`src/pvc_pkg.sv`:
```
package pvc_pkg;
   // Register byte offsets.
   localparam logic [5:0]  REG_MODE      = 6'h00;
   localparam logic [5:0]  REG_SYNC      = 6'h04;
   localparam logic [5:0]  REG_HTIM      = 6'h08;
   localparam logic [5:0]  REG_VTIM      = 6'h0c;
   localparam logic [5:0]  REG_ACT       = 6'h10;
   localparam logic [5:0]  REG_VSTART    = 6'h14;
   localparam logic [5:0]  REG_FMT       = 6'h18;
   localparam logic [5:0]  REG_EMB       = 6'h1c;
   localparam logic [5:0]  REG_BASE      = 6'h20;
   localparam logic [5:0]  REG_LOFF      = 6'h24;
   localparam logic [5:0]  REG_FOFF      = 6'h28;
   localparam logic [5:0]  REG_STAT      = 6'h2c;
   localparam logic [31:0] RST_REG       = 32'h0000_0000;
   // Bits of capture_mode_control.
   localparam int          MODE_SYNC_DIR = 0;
   localparam int          MODE_VS_INV   = 1;
   localparam int          MODE_HS_INV   = 2;
   localparam int          MODE_FI_INV   = 3;
   localparam int          MODE_FI_DIR   = 4;
   localparam int          MODE_WEN_EN   = 5;
   localparam int          MODE_ILACE    = 6;
   localparam int          MODE_DATA_INV = 7;
   localparam int          MODE_FI_LATCH = 8;
   localparam int          MODE_PIXEL_CLOCK_EDGE_INVERT = 9;
   // Bits of sync_enable_control.
   localparam int          SYNC_GEN_EN   = 0;
   localparam int          SYNC_MEMORY_WRITE_ENABLE     = 1;
   // Bits of embedded_sync_control.
   localparam int          EMB_ON        = 0;
   localparam int          EMB_ECC       = 1;
   localparam int          EMB_W10       = 2;
   // Format register: raw_width_shift in [2:0], memory_pack_mode in [5:4].
   localparam int          FMT_PACK_LSB  = 4;
   localparam logic [1:0]  PACK_HALF     = 2'h0;
   localparam logic [1:0]  PACK_12       = 2'h1;
   localparam logic [1:0]  PACK_8        = 2'h2;
   localparam logic [5:0]  PW_8          = 6'h08;
   localparam logic [5:0]  PW_12         = 6'h0c;
   localparam logic [5:0]  PW_16         = 6'h10;
   localparam logic [5:0]  BITS_WORD     = 6'h20;
   localparam int          BURST_WORDS   = 8;
   localparam logic [31:0] WORD_BYTES    = 32'h0000_0004;
   // Timing reference codes and flag-error syndromes.
   localparam logic [7:0]  TRS_FF        = 8'hff;
   localparam logic [7:0]  TRS_00        = 8'h00;
   localparam logic [3:0]  SYN_F         = 4'h7;
   localparam logic [3:0]  SYN_V         = 4'hb;
   localparam logic [3:0]  SYN_H         = 4'hd;
endpackage : pvc_pkg

```
`src/pvc_trs_if.sv`:
```
`timescale 1ns/1ps
`default_nettype none
interface pvc_trs_if;
   logic [7:0] code;
   logic       valid;
   logic       ecc_en;
   logic       f;
   logic       v;
   logic       h;
   logic       sav;
   logic       eav;
   modport dec (input code, input valid, input ecc_en,
                output f, output v, output h, output sav, output eav);
   modport cap (output code, output valid, output ecc_en,
                input f, input v, input h, input sav, input eav);
endinterface : pvc_trs_if
`default_nettype wire

```
`src/pvc_trs_decoder.sv`:
```
`timescale 1ns/1ps
`default_nettype none
module pvc_trs_decoder (
   input  wire logic clk,
   input  wire logic rst,
   pvc_trs_if.dec    trs
);
   typedef enum logic [1:0] {
      PVC_TRS_IDLE = 2'b00,
      PVC_TRS_FF   = 2'b01,
      PVC_TRS_Z1   = 2'b10,
      PVC_TRS_Z2   = 2'b11
   } pvc_trs_st_t;

   typedef struct packed {
      pvc_trs_st_t st;
      logic        f;
      logic        v;
      logic        h;
      logic        sav;
      logic        eav;
   } pvc_dec_t;

   pvc_dec_t s;
   pvc_dec_t n;

   function automatic logic [3:0] pvc_prot(input logic f, input logic v, input logic h);
      pvc_prot = {v ^ h, f ^ h, f ^ v, f ^ v ^ h};
   endfunction : pvc_prot

   always_comb begin
      logic       fn;
      logic       vn;
      logic       hn;
      logic [3:0] syn;
      fn = trs.code[6];
      vn = trs.code[5];
      hn = trs.code[4];
      syn = trs.code[3:0] ^ pvc_prot(trs.code[6], trs.code[5], trs.code[4]);
      n = s;
      n.sav = 1'b0;
      n.eav = 1'b0;
      if (trs.ecc_en) begin
         unique case (syn)
            pvc_pkg::SYN_F: fn = !fn;
            pvc_pkg::SYN_V: vn = !vn;
            pvc_pkg::SYN_H: hn = !hn;
            default: ;
         endcase
      end
      if (trs.valid) begin
         unique case (s.st)
            PVC_TRS_IDLE: n.st = (trs.code == pvc_pkg::TRS_FF) ? PVC_TRS_FF : PVC_TRS_IDLE;
            PVC_TRS_FF, PVC_TRS_Z1: begin
               if (trs.code == pvc_pkg::TRS_00) begin
                  n.st = (s.st == PVC_TRS_FF) ? PVC_TRS_Z1 : PVC_TRS_Z2;
               end else begin
                  n.st = (trs.code == pvc_pkg::TRS_FF) ? PVC_TRS_FF : PVC_TRS_IDLE;
               end
            end
            PVC_TRS_Z2: begin
               n.st = PVC_TRS_IDLE;
               if (trs.code[7]) begin
                  n.f = fn;
                  n.v = vn;
                  n.h = hn;
                  n.sav = !hn;
                  n.eav = hn;
               end
            end
         endcase
      end
   end

   always_ff @(posedge clk or posedge rst) begin
      if (rst) begin
         s <= '0;
      end else begin
         s <= n;
      end
   end

   assign trs.f = s.f;
   assign trs.v = s.v;
   assign trs.h = s.h;
   assign trs.sav = s.sav;
   assign trs.eav = s.eav;

   property p_trs_preamble;
      @(posedge clk) disable iff (rst)
      (trs.sav || trs.eav) |-> ($past(s.st) == PVC_TRS_Z2) && $past(trs.valid);
   endproperty
   a_trs_preamble: assert property (p_trs_preamble) else $error("code seen without preamble");

   property p_trs_flag;
      @(posedge clk) disable iff (rst)
      (trs.sav || trs.eav) |-> (trs.h == trs.eav) && !(trs.sav && trs.eav);
   endproperty
   a_trs_flag: assert property (p_trs_flag) else $error("start or end flag mismatch");

   property p_trs_ecc;
      @(posedge clk) disable iff (rst)
      (trs.valid && trs.ecc_en && s.st == PVC_TRS_Z2 && trs.code == 8'ha0)
         |=> trs.sav && !trs.v && !trs.f;
   endproperty
   a_trs_ecc: assert property (p_trs_ecc) else $error("vertical flag error not corrected");

   property p_trs_prot;
      @(posedge clk) disable iff (rst)
      (trs.valid && trs.ecc_en && s.st == PVC_TRS_Z2 && trs.code == 8'hc7)
         |=> trs.f && !trs.v && !trs.h && trs.sav;
   endproperty
   a_trs_prot: assert property (p_trs_prot) else $error("clean code was altered");
endmodule : pvc_trs_decoder
`default_nettype wire

```
`src/pvc_capture.sv`:
```
`timescale 1ns/1ps
`default_nettype none
// Behaviour
// - Output mode generates syncs from programmed timing.
// - Separate invert for vsync, hsync, field.
// - Data invert flips every incoming data bit.
// - Field pin direction chosen by control bit.
// - Field input optionally latched at vsync edge.
// - Write enable input gates stored pixels.
// - Pixel clock edge selected by invert bit.
// - Separate vertical start for even, odd fields.
// - Unpacked raw: right shift, low halfword bits.
// - Eight-bit pack: four pixels per word.
// - Twelve-bit pack: eight pixels in three words.
// - FIFO drains to memory in 32-byte bursts.
// - Memory writes only while write enable set.
// - Lines placed at programmable line offsets.
// - Embedded mode derives syncs from timing codes.
// - Embedded data eight or ten bits wide.
// - Capture starts after hsync, programmable length.
// - Timing code: FF 00 00 then status.
// - Status flags: field, vertical blank, start/end.
// - Optional correction of flags by protection bits.
module pvc_capture #(
   parameter int FIFO_DEPTH = 16
) (
   input  wire logic        clk,
   input  wire logic        rst,
   input  wire logic [5:0]  reg_addr,
   input  wire logic [31:0] reg_wdata,
   input  wire logic        reg_wr,
   input  wire logic        reg_rd,
   output logic      [31:0] reg_rdata,
   input  wire logic        pclk_pin,
   input  wire logic [15:0] data_pin,
   input  wire logic        vsync_pin,
   output logic             vsync_drive,
   output logic             vsync_drive_en,
   input  wire logic        hsync_pin,
   output logic             hsync_drive,
   output logic             hsync_drive_en,
   input  wire logic        wen_field_pin,
   output logic             field_drive,
   output logic             field_drive_en,
   output logic             mem_valid,
   output logic             mem_burst_start,
   output logic      [31:0] mem_addr,
   output logic      [31:0] mem_data
);
   localparam int AW = $clog2(FIFO_DEPTH);

   typedef struct packed {
      logic [9:0]                  mode;
      logic [1:0]                  sync;
      logic [31:0]                 htim;
      logic [31:0]                 vtim;
      logic [31:0]                 act;
      logic [31:0]                 vst;
      logic [5:0]                  fmt;
      logic [2:0]                  emb;
      logic [31:0]                 base;
      logic [31:0]                 loff;
      logic [31:0]                 foff;
      logic [31:0]                 rdata;
      logic                        pc1;
      logic                        pc2;
      logic                        pc3;
      logic [15:0]                 d1;
      logic [15:0]                 d2;
      logic                        vs1;
      logic                        vs2;
      logic                        hs1;
      logic                        hs2;
      logic                        wf1;
      logic                        wf2;
      logic [15:0]                 gh;
      logic [15:0]                 gv;
      logic                        gfld;
      logic                        hs_p;
      logic                        vs_p;
      logic [15:0]                 hpos;
      logic [15:0]                 vline;
      logic                        fld_lat;
      logic [47:0]                 acc;
      logic [5:0]                  bits;
      logic [31:0]                 laddr;
      logic [31:0]                 waddr;
      logic                        lhad;
      logic [FIFO_DEPTH-1:0][63:0] mem;
      logic [AW-1:0]               wp;
      logic [AW-1:0]               rp;
      logic [AW:0]                 cnt;
      logic                        bact;
      logic [2:0]                  bcnt;
      logic                        mv;
      logic                        mbs;
      logic [31:0]                 maddr;
      logic [31:0]                 mdata;
      logic                        vs_o;
      logic                        vs_oe;
      logic                        hs_o;
      logic                        hs_oe;
      logic                        fi_o;
      logic                        fi_oe;
   } pvc_cap_st_t;

   pvc_cap_st_t s;
   pvc_cap_st_t n;
   pvc_trs_if   trs ();

   logic        pe;
   logic        emb_on;
   logic        dir_out;
   logic        hs_inv;
   logic        hs_gen;
   logic        vs_gen;
   logic        hs_int;
   logic        vs_int;
   logic        fld;
   logic [15:0] vstart;
   logic        in_h;
   logic        in_v;
   logic        wen_ok;
   logic        hs_fall;
   logic        vs_rise;
   logic        cap;
   logic [15:0] din;
   logic [15:0] raw_px;
   logic [15:0] px;
   logic [15:0] pxm;
   logic [1:0]  pack;
   logic [5:0]  pw;
   logic [5:0]  nb;
   logic [47:0] acc_in;
   logic        push;
   logic        push_ok;
   logic        pop;

   ////////////////////////////////////////////////////////////////////////////////
   // Pixel timing and sync selection.

   assign pe = s.mode[pvc_pkg::MODE_PIXEL_CLOCK_EDGE_INVERT] ? (!s.pc2 && s.pc3) : (s.pc2 && !s.pc3);
   assign emb_on = s.emb[pvc_pkg::EMB_ON];
   assign dir_out = s.mode[pvc_pkg::MODE_SYNC_DIR];
   assign hs_inv = s.mode[pvc_pkg::MODE_HS_INV];
   assign hs_gen = s.gh < s.htim[15:0];
   assign vs_gen = s.gv < s.vtim[15:0];

   // Embedded mode ignores the sync pins; the decoded flags act as the syncs.
   assign hs_int = emb_on ? trs.h : dir_out ? hs_gen : (s.hs2 ^ hs_inv);
   assign vs_int = emb_on ? trs.v :
                   dir_out ? vs_gen : (s.vs2 ^ s.mode[pvc_pkg::MODE_VS_INV]);

   always_comb begin
      if (emb_on) begin
         fld = trs.f;
      end else if (s.mode[pvc_pkg::MODE_FI_DIR]) begin
         fld = s.gfld;
      end else if (!s.mode[pvc_pkg::MODE_ILACE]) begin
         fld = 1'b0;
      end else if (s.mode[pvc_pkg::MODE_FI_LATCH]) begin
         fld = s.fld_lat;
      end else begin
         fld = s.wf2 ^ s.mode[pvc_pkg::MODE_FI_INV];
      end
   end

   assign vstart = fld ? s.vst[31:16] : s.vst[15:0];
   assign in_h = (s.hpos >= s.act[15:0]) &&
                 (17'(s.hpos) < (17'(s.act[15:0]) + 17'(s.act[31:16])));
   assign in_v = !vs_int && (s.vline >= vstart);
   assign wen_ok = !s.mode[pvc_pkg::MODE_WEN_EN] || s.wf2;
   assign hs_fall = pe && s.hs_p && !hs_int;
   assign vs_rise = pe && !s.vs_p && vs_int;
   assign cap = pe && !hs_fall && in_h && in_v && wen_ok &&
                s.sync[pvc_pkg::SYNC_MEMORY_WRITE_ENABLE];

   ////////////////////////////////////////////////////////////////////////////////
   // Pixel formatting and packing.

   assign din = s.d2 ^ {16{s.mode[pvc_pkg::MODE_DATA_INV]}};
   assign raw_px = 16'(din[11:0] >> s.fmt[2:0]);
   assign px = !emb_on ? raw_px :
               s.emb[pvc_pkg::EMB_W10] ? {6'h00, din[9:0]} : {8'h00, din[7:0]};
   assign pack = s.fmt[pvc_pkg::FMT_PACK_LSB +: 2];

   always_comb begin
      unique case (pack)
         pvc_pkg::PACK_8: begin
            pw = pvc_pkg::PW_8;
            pxm = {8'h00, px[7:0]};
         end
         pvc_pkg::PACK_12: begin
            pw = pvc_pkg::PW_12;
            pxm = {4'h0, px[11:0]};
         end
         default: begin
            pw = pvc_pkg::PW_16;
            pxm = px;
         end
      endcase
   end

   // Pixels fill the accumulator from bit 0 upward, so pixel 0 lands lowest
   // and a 12-bit pixel may straddle two words.
   assign acc_in = s.acc | (48'(pxm) << s.bits);
   assign nb = s.bits + pw;
   assign push = cap && (nb >= pvc_pkg::BITS_WORD);
   assign push_ok = push && (s.cnt < (AW + 1)'(FIFO_DEPTH));
   assign pop = s.bact;

   assign trs.code = s.emb[pvc_pkg::EMB_W10] ? din[9:2] : din[7:0];
   assign trs.valid = pe && emb_on;
   assign trs.ecc_en = s.emb[pvc_pkg::EMB_ECC];

   pvc_trs_decoder u_trs (
      .clk (clk),
      .rst (rst),
      .trs (trs)
   );

   ////////////////////////////////////////////////////////////////////////////////
   // Next state.

   always_comb begin
      n = s;
      n.pc1 = pclk_pin;
      n.pc2 = s.pc1;
      n.pc3 = s.pc2;
      n.d1 = data_pin;
      n.d2 = s.d1;
      n.vs1 = vsync_pin;
      n.vs2 = s.vs1;
      n.hs1 = hsync_pin;
      n.hs2 = s.hs1;
      n.wf1 = wen_field_pin;
      n.wf2 = s.wf1;
      if (reg_wr) begin
         unique case (reg_addr)
            pvc_pkg::REG_MODE:   n.mode = reg_wdata[9:0];
            pvc_pkg::REG_SYNC:   n.sync = reg_wdata[1:0];
            pvc_pkg::REG_HTIM:   n.htim = reg_wdata;
            pvc_pkg::REG_VTIM:   n.vtim = reg_wdata;
            pvc_pkg::REG_ACT:    n.act = reg_wdata;
            pvc_pkg::REG_VSTART: n.vst = reg_wdata;
            pvc_pkg::REG_FMT:    n.fmt = reg_wdata[5:0];
            pvc_pkg::REG_EMB:    n.emb = reg_wdata[2:0];
            pvc_pkg::REG_BASE:   n.base = reg_wdata;
            pvc_pkg::REG_LOFF:   n.loff = reg_wdata;
            pvc_pkg::REG_FOFF:   n.foff = reg_wdata;
            default: ;
         endcase
      end
      n.rdata = pvc_pkg::RST_REG;
      if (reg_rd) begin
         unique case (reg_addr)
            pvc_pkg::REG_MODE:   n.rdata = 32'(s.mode);
            pvc_pkg::REG_SYNC:   n.rdata = 32'(s.sync);
            pvc_pkg::REG_HTIM:   n.rdata = s.htim;
            pvc_pkg::REG_VTIM:   n.rdata = s.vtim;
            pvc_pkg::REG_ACT:    n.rdata = s.act;
            pvc_pkg::REG_VSTART: n.rdata = s.vst;
            pvc_pkg::REG_FMT:    n.rdata = 32'(s.fmt);
            pvc_pkg::REG_EMB:    n.rdata = 32'(s.emb);
            pvc_pkg::REG_BASE:   n.rdata = s.base;
            pvc_pkg::REG_LOFF:   n.rdata = s.loff;
            pvc_pkg::REG_FOFF:   n.rdata = s.foff;
            pvc_pkg::REG_STAT:   n.rdata = 32'({fld, vs_int, hs_int, s.cnt});
            default: ;
         endcase
      end
      // Sync generator, counting pixel clock edges.
      if (pe && s.sync[pvc_pkg::SYNC_GEN_EN]) begin
         if ((17'(s.gh) + 17'h0_0001) >= 17'(s.htim[31:16])) begin
            n.gh = 16'h0000;
            if ((17'(s.gv) + 17'h0_0001) >= 17'(s.vtim[31:16])) begin
               n.gv = 16'h0000;
               n.gfld = !s.gfld;
            end else begin
               n.gv = s.gv + 16'h0001;
            end
         end else begin
            n.gh = s.gh + 16'h0001;
         end
      end
      // Line and frame tracking.
      if (pe) begin
         n.hs_p = hs_int;
         n.vs_p = vs_int;
         n.hpos = s.hpos + 16'h0001;
      end
      if (hs_fall) begin
         n.hpos = 16'h0000;
         n.vline = s.vline + 16'h0001;
         n.acc = 48'h0000_0000_0000;
         n.bits = 6'h00;
         if (s.lhad) begin
            n.laddr = s.laddr + s.loff;
            n.waddr = s.laddr + s.loff;
            n.lhad = 1'b0;
         end
      end
      if (vs_rise) begin
         n.vline = 16'h0000;
         n.fld_lat = s.wf2 ^ s.mode[pvc_pkg::MODE_FI_INV];
         n.laddr = s.base + (fld ? s.foff : pvc_pkg::RST_REG);
         n.waddr = s.base + (fld ? s.foff : pvc_pkg::RST_REG);
         n.lhad = 1'b0;
      end
      if (cap) begin
         n.lhad = 1'b1;
         if (push) begin
            n.acc = acc_in >> 32;
            n.bits = nb - pvc_pkg::BITS_WORD;
            n.waddr = s.waddr + pvc_pkg::WORD_BYTES;
         end else begin
            n.acc = acc_in;
            n.bits = nb;
         end
      end
      if (push_ok) begin
         n.mem[s.wp] = {s.waddr, acc_in[31:0]};
         n.wp = s.wp + AW'(1);
      end
      // Burst engine: eight back-to-back words, then at least one idle cycle.
      n.mbs = 1'b0;
      n.mv = 1'b0;
      if (s.bact) begin
         n.mv = 1'b1;
         n.mbs = (s.bcnt == 3'h0);
         n.maddr = s.mem[s.rp][63:32];
         n.mdata = s.mem[s.rp][31:0];
         n.rp = s.rp + AW'(1);
         n.bcnt = s.bcnt + 3'h1;
         n.bact = (s.bcnt != 3'(pvc_pkg::BURST_WORDS - 1));
      end else if (s.cnt >= (AW + 1)'(pvc_pkg::BURST_WORDS)) begin
         n.bact = 1'b1;
         n.bcnt = 3'h0;
      end
      n.cnt = s.cnt + (AW + 1)'(push_ok) - (AW + 1)'(pop);
      // Pin drivers.
      n.vs_oe = dir_out && !emb_on;
      n.hs_oe = dir_out && !emb_on;
      n.vs_o = vs_gen ^ s.mode[pvc_pkg::MODE_VS_INV];
      n.hs_o = hs_gen ^ hs_inv;
      n.fi_o = s.gfld ^ s.mode[pvc_pkg::MODE_FI_INV];
      // The pin is shared with write enable, so the field driver yields to it.
      n.fi_oe = s.mode[pvc_pkg::MODE_FI_DIR] && !s.mode[pvc_pkg::MODE_WEN_EN] && !emb_on;
   end

   always_ff @(posedge clk or posedge rst) begin
      if (rst) begin
         s <= '0;
      end else begin
         s <= n;
      end
   end

   assign reg_rdata = s.rdata;
   assign vsync_drive = s.vs_o;
   assign vsync_drive_en = s.vs_oe;
   assign hsync_drive = s.hs_o;
   assign hsync_drive_en = s.hs_oe;
   assign field_drive = s.fi_o;
   assign field_drive_en = s.fi_oe;
   assign mem_valid = s.mv;
   assign mem_burst_start = s.mbs;
   assign mem_addr = s.maddr;
   assign mem_data = s.mdata;

   ////////////////////////////////////////////////////////////////////////////////
   // Checks.

   property p_hsync_gen;
      @(posedge clk) disable iff (rst)
      (dir_out && !emb_on && s.gh == 16'h0000 && s.htim[15:0] != 16'h0000)
         |=> hsync_drive_en && (hsync_drive == !$past(hs_inv));
   endproperty
   a_hsync_gen: assert property (p_hsync_gen) else $error("generated hsync not active");

   property p_wen_gate;
      @(posedge clk) disable iff (rst)
      (push && s.mode[pvc_pkg::MODE_WEN_EN]) |-> s.wf2;
   endproperty
   a_wen_gate: assert property (p_wen_gate) else $error("word stored without write enable");

   property p_memory_write_enable_gate;
      @(posedge clk) disable iff (rst)
      !s.sync[pvc_pkg::SYNC_MEMORY_WRITE_ENABLE] |-> !push_ok;
   endproperty
   a_memory_write_enable_gate: assert property (p_memory_write_enable_gate) else $error("word stored while writes off");

   property p_burst;
      @(posedge clk) disable iff (rst)
      $rose(mem_valid) |-> mem_burst_start ##1 (mem_valid && !mem_burst_start) [*7]
         ##1 !mem_valid;
   endproperty
   a_burst: assert property (p_burst) else $error("burst is not eight words");
endmodule : pvc_capture
`default_nettype wire

```
`config.mk`:
```
export PLATFORM = sky130hd
export DESIGN_NAME = pvc_capture
export DESIGN_NICKNAME = d
export VERILOG_FILES = /design/src/pvc_pkg.sv /design/src/pvc_trs_if.sv /design/src/pvc_trs_decoder.sv /design/src/pvc_capture.sv
export SDC_FILE = /design/constraint.sdc
export NUM_CORES = 2
export LEC_CHECK = 0
export ABC_CLOCK_PERIOD_IN_PS = 76500
export CAP_MARGIN = 5
export CORE_UTILIZATION = 30
export CTS_CLUSTER_SIZE = 40
export DETAILED_ROUTE_END_ITERATION = 10
export DONT_BUFFER_PORTS = 1
export PLACE_DENSITY = 0.46
export SLEW_MARGIN = 20
export SYNTH_ARGS = -nofsm -noshare
export SYNTH_HDL_FRONTEND = slang
export SYNTH_SLANG_ARGS = --single-unit
```
`constraint.sdc`:
```
create_clock -name clk -period 76.5 [get_ports clk]
set_input_delay 15.3 -clock clk [delete_from_list [all_inputs] [get_ports clk]]
set_output_delay 15.3 -clock clk [all_outputs]
set_load 0.05 [all_outputs]
```
==> impl_results.md <==
- Number of synthesized flops with an enable pin: 0
- Residual DRC count: 20
- Category of the critical setup timing path: input pin to async pin
- Clk sinks: 1612
- Synth top area share: 0.503
- Sum of negative setup slack: 0 ns
- Most used DFF post-synth: dfrtp_1
- Synthesized area per cell: 11.3 um2
- Switching power share of the total: 0.289
- Worst hold path startpoint: n[1300]
- H-tree lvl count: 4
- Sum of overflow across all layers after global routing: 0
- Router iterations before antenna repair: 11
- Commonest non-fill, non-tap cells in the layout: dfrtp_1, mux2_2, nand2_1
- Cell type with the highest aggregate area in the netlist: dfrtp_1
- Tmin final: 18.83 ns
- Final ANT Viol Nets: 0
- Share of power burned in combinational logic: 0.137
- Buffer type at the clock tree root: clkbuf_16
- Flop pwr share: 0.438
- Cell count of the worst hold path: 0
- WP data arrival: 19.68 ns
- Clock transition at the register clock pins on the worst setup and hold paths after CTS: 0.06 ns
- Warnings, synthesis: 0
- Initial core utilization: 0.302
- Fraction of the yosys area taken by sequential cells: 0.503
- Number of buffers between clock root and the deepest sink: 4
- Layout area overhead: 11.4%
- Destination of the worst hold path: s[1300]
- Fill cell total of the finished layout: 26500
- Clock buffers created by TritonCTS: 197
- Reg2reg start: s[1527]
- Mapped cell area: 0.0802 mm2
- Synth Net Count: 7407
- Most common cell after layout, fill and taps aside: dfrtp_1
- Maximum number of pins on one net before global-route repair: 162
- Final Hold Slack: 0.277 ns
- Max FO, Critical Path: 115
- Max frequency: 53.1 MHz
- FF-to-FF path depth: 21
- Critical Path End Type: async pin
- Routability Congestion: 0.845
- Worst Skew: 0.113 ns
- Post-cts gate resize count: 0
- Fraction of final layout cells sized beyond drive strength 1: 0.219
- Leakage power of the design: 40.7 nW
- Vias post-DR: 54600
- Gate Count Post-Synth: 7123
- VDD IR-drop max: 0.0000218 V
- Setup violators final: 0
- Final Cycle Share: 0.246
- Count of max-cap constraint violations: 0
- R2R Path End: s[146]
- CTS tree: yes
- Later-pin clock latency in the skew report: 0.89 ns
- Die Ht: 519 um
- Port-buffer cells: 0
- Number of unique standard cell types used by synthesis: 81
- FF-to-FF setup slack: 69.01 ns
- Hold-fix buffers at CTS: 0
- Detailed Place HPWL: 158000 um
- Total count of hold-check failures in the final report: 0
- Class of the worst hold path: flop to flop
- Part of the total power dissipated in the clock network: 0.425
- Fin. max-slew vios: 0
- Die X: 519 um
- RSZ-0062 raised after global routing: no
- Number of antenna violations at the first check in global routing: 10
- All-Layer GR Usage: 0.186
- Largest cells by area after synthesis: dfrtp_1, mux2_2, mux4_2
- Violations in the final reports: DRC
- Post-layout nets: 7106
- Slew @ Worst Pin: 1.11 ns
- CORE AREA: 0.266 mm2
- Required arrival time at the worst endpoint: 77.35 ns
- Global-route wire length before repair: 379000 um
- Power per standard cell area: 24.7 mW/mm2
- Synth Register Bits: 1612
- Routed wire length: 253000 um
- Internal power: 1.57 mW
- Std cell rows: 189
- Detail-routed net length per standard cell: 24.1 um
- Max transition margin: 0.260
- Net load switching power: 638 uW
- Area of the die: 0.270 mm2
- I/O pin count: 166
- DRC marker count from the first detailed-route iteration: 3829
- Status: finished, violations left
- Nature of the critical path startpoint: input pin
- Proportion of synthesized flip-flops having asynchronous set or reset: 1.00
- Vias per Instance: 5.20
- Vias in the first global route: 56200
- Number of buffers added for setup after CTS: 0
## critical path, stage by stage
cell and delay, ns:
inv_8 0.48, buf_4 0.73, buf_4 0.78, buf_4 0.78, buf_4 0.63, buf_6 0.66
## sequential cells by signal, indices dropped and copies added, names as in the netlist, 2 cells and up
register	count
reg_rdata	32
n	17
mem_addr	32
mem_data	32
pack	2
u_trs.s	2
s	1481
## Yosys cell counts, drive strengths merged, types with 103 or more instances
| cell | count |
|---|---|
| nand2 | 833 |
| clkbuf | 365 |
| a21oi | 391 |
| mux4 | 142 |
| mux2i | 318 |
| o21ai | 578 |
| mux2 | 916 |
| nand3 | 103 |
| buf | 248 |
| xnor2 | 114 |
| nor2 | 252 |
| dfrtp | 1612 |
| inv | 176 |
| ha | 217 |
## metal layers
metal  track usage  vias up  part of all wire  wire (um)
li1              -    24800                 -          -
met1         0.254    28300              0.46     115000
met2         0.303     1233              0.47     118000
met3        0.0279      319             0.050      12600
met4        0.0533        0             0.028       7010
met5             0        -                 0          0
## power by group through the flow
stage               Sequential [mW]  Clock [mW]  Combinational [mW]
finish                        0.967       0.938               0.303
global route                  0.973       0.996               0.334
CTS                           0.966       0.965               0.307
detailed placement            0.981           0               0.306
global placement              0.979           0               0.302
floorplan                     0.928           0               0.257
## cell families after synthesis
logic type | count (synthesis) | share of synthesized area
AO/OA/AOI/OAI | 1476 | 0.110
buffers and inverters | 789 | 0.0450
flip-flops | 1612 | 0.503
AND/OR/NAND/NOR | 1474 | 0.0801
XOR/XNOR | 174 | 0.0190
multiplexers | 1376 | 0.208
adder cells (fa/ha/maj) | 222 | 0.0351
## cell type report
type,instances,area [um2],share of cell area
Tap cell,3533,4420,0.0494
Inverter,176,668,0.00747
Antenna cell,6,15.0,0.000168
Sequential cell,1612,40400,0.451
Clock buffer,291,5820,0.0652
Timing Repair Buffer,113,908,0.0102
Multi-Input combinational cell,4722,36600,0.409
Clock inverter,57,623,0.00697
## stage by stage
step	cells	setup slack, ns	total power, mW	util	cell area [um2]
2_1_floorplan	7123	15.71	1.18	-	80200
3_3_place_gp	10200	56.39	1.28	0.312	82900
3_5_place_dp	10200	56.25	1.29	0.312	82900
4_1_cts	10500	57.17	2.24	0.336	89300
5_1_grt	10500	56.99	2.30	0.337	89400
6_report	10500	57.67	2.21	0.337	89400
## worst max-delay path by stage
stage,startpoint,to,cells past startpoint
4_1_cts,rst,s[877],6
3_3_place_gp,rst,mem_data[18],6
3_5_place_dp,rst,mem_data[18],6
5_1_grt,rst,mem_data[25],6
2_1_floorplan,rst,dir_out,1
6_report,rst,mem_data[25],6
Power figures use the tool's default switching activity.
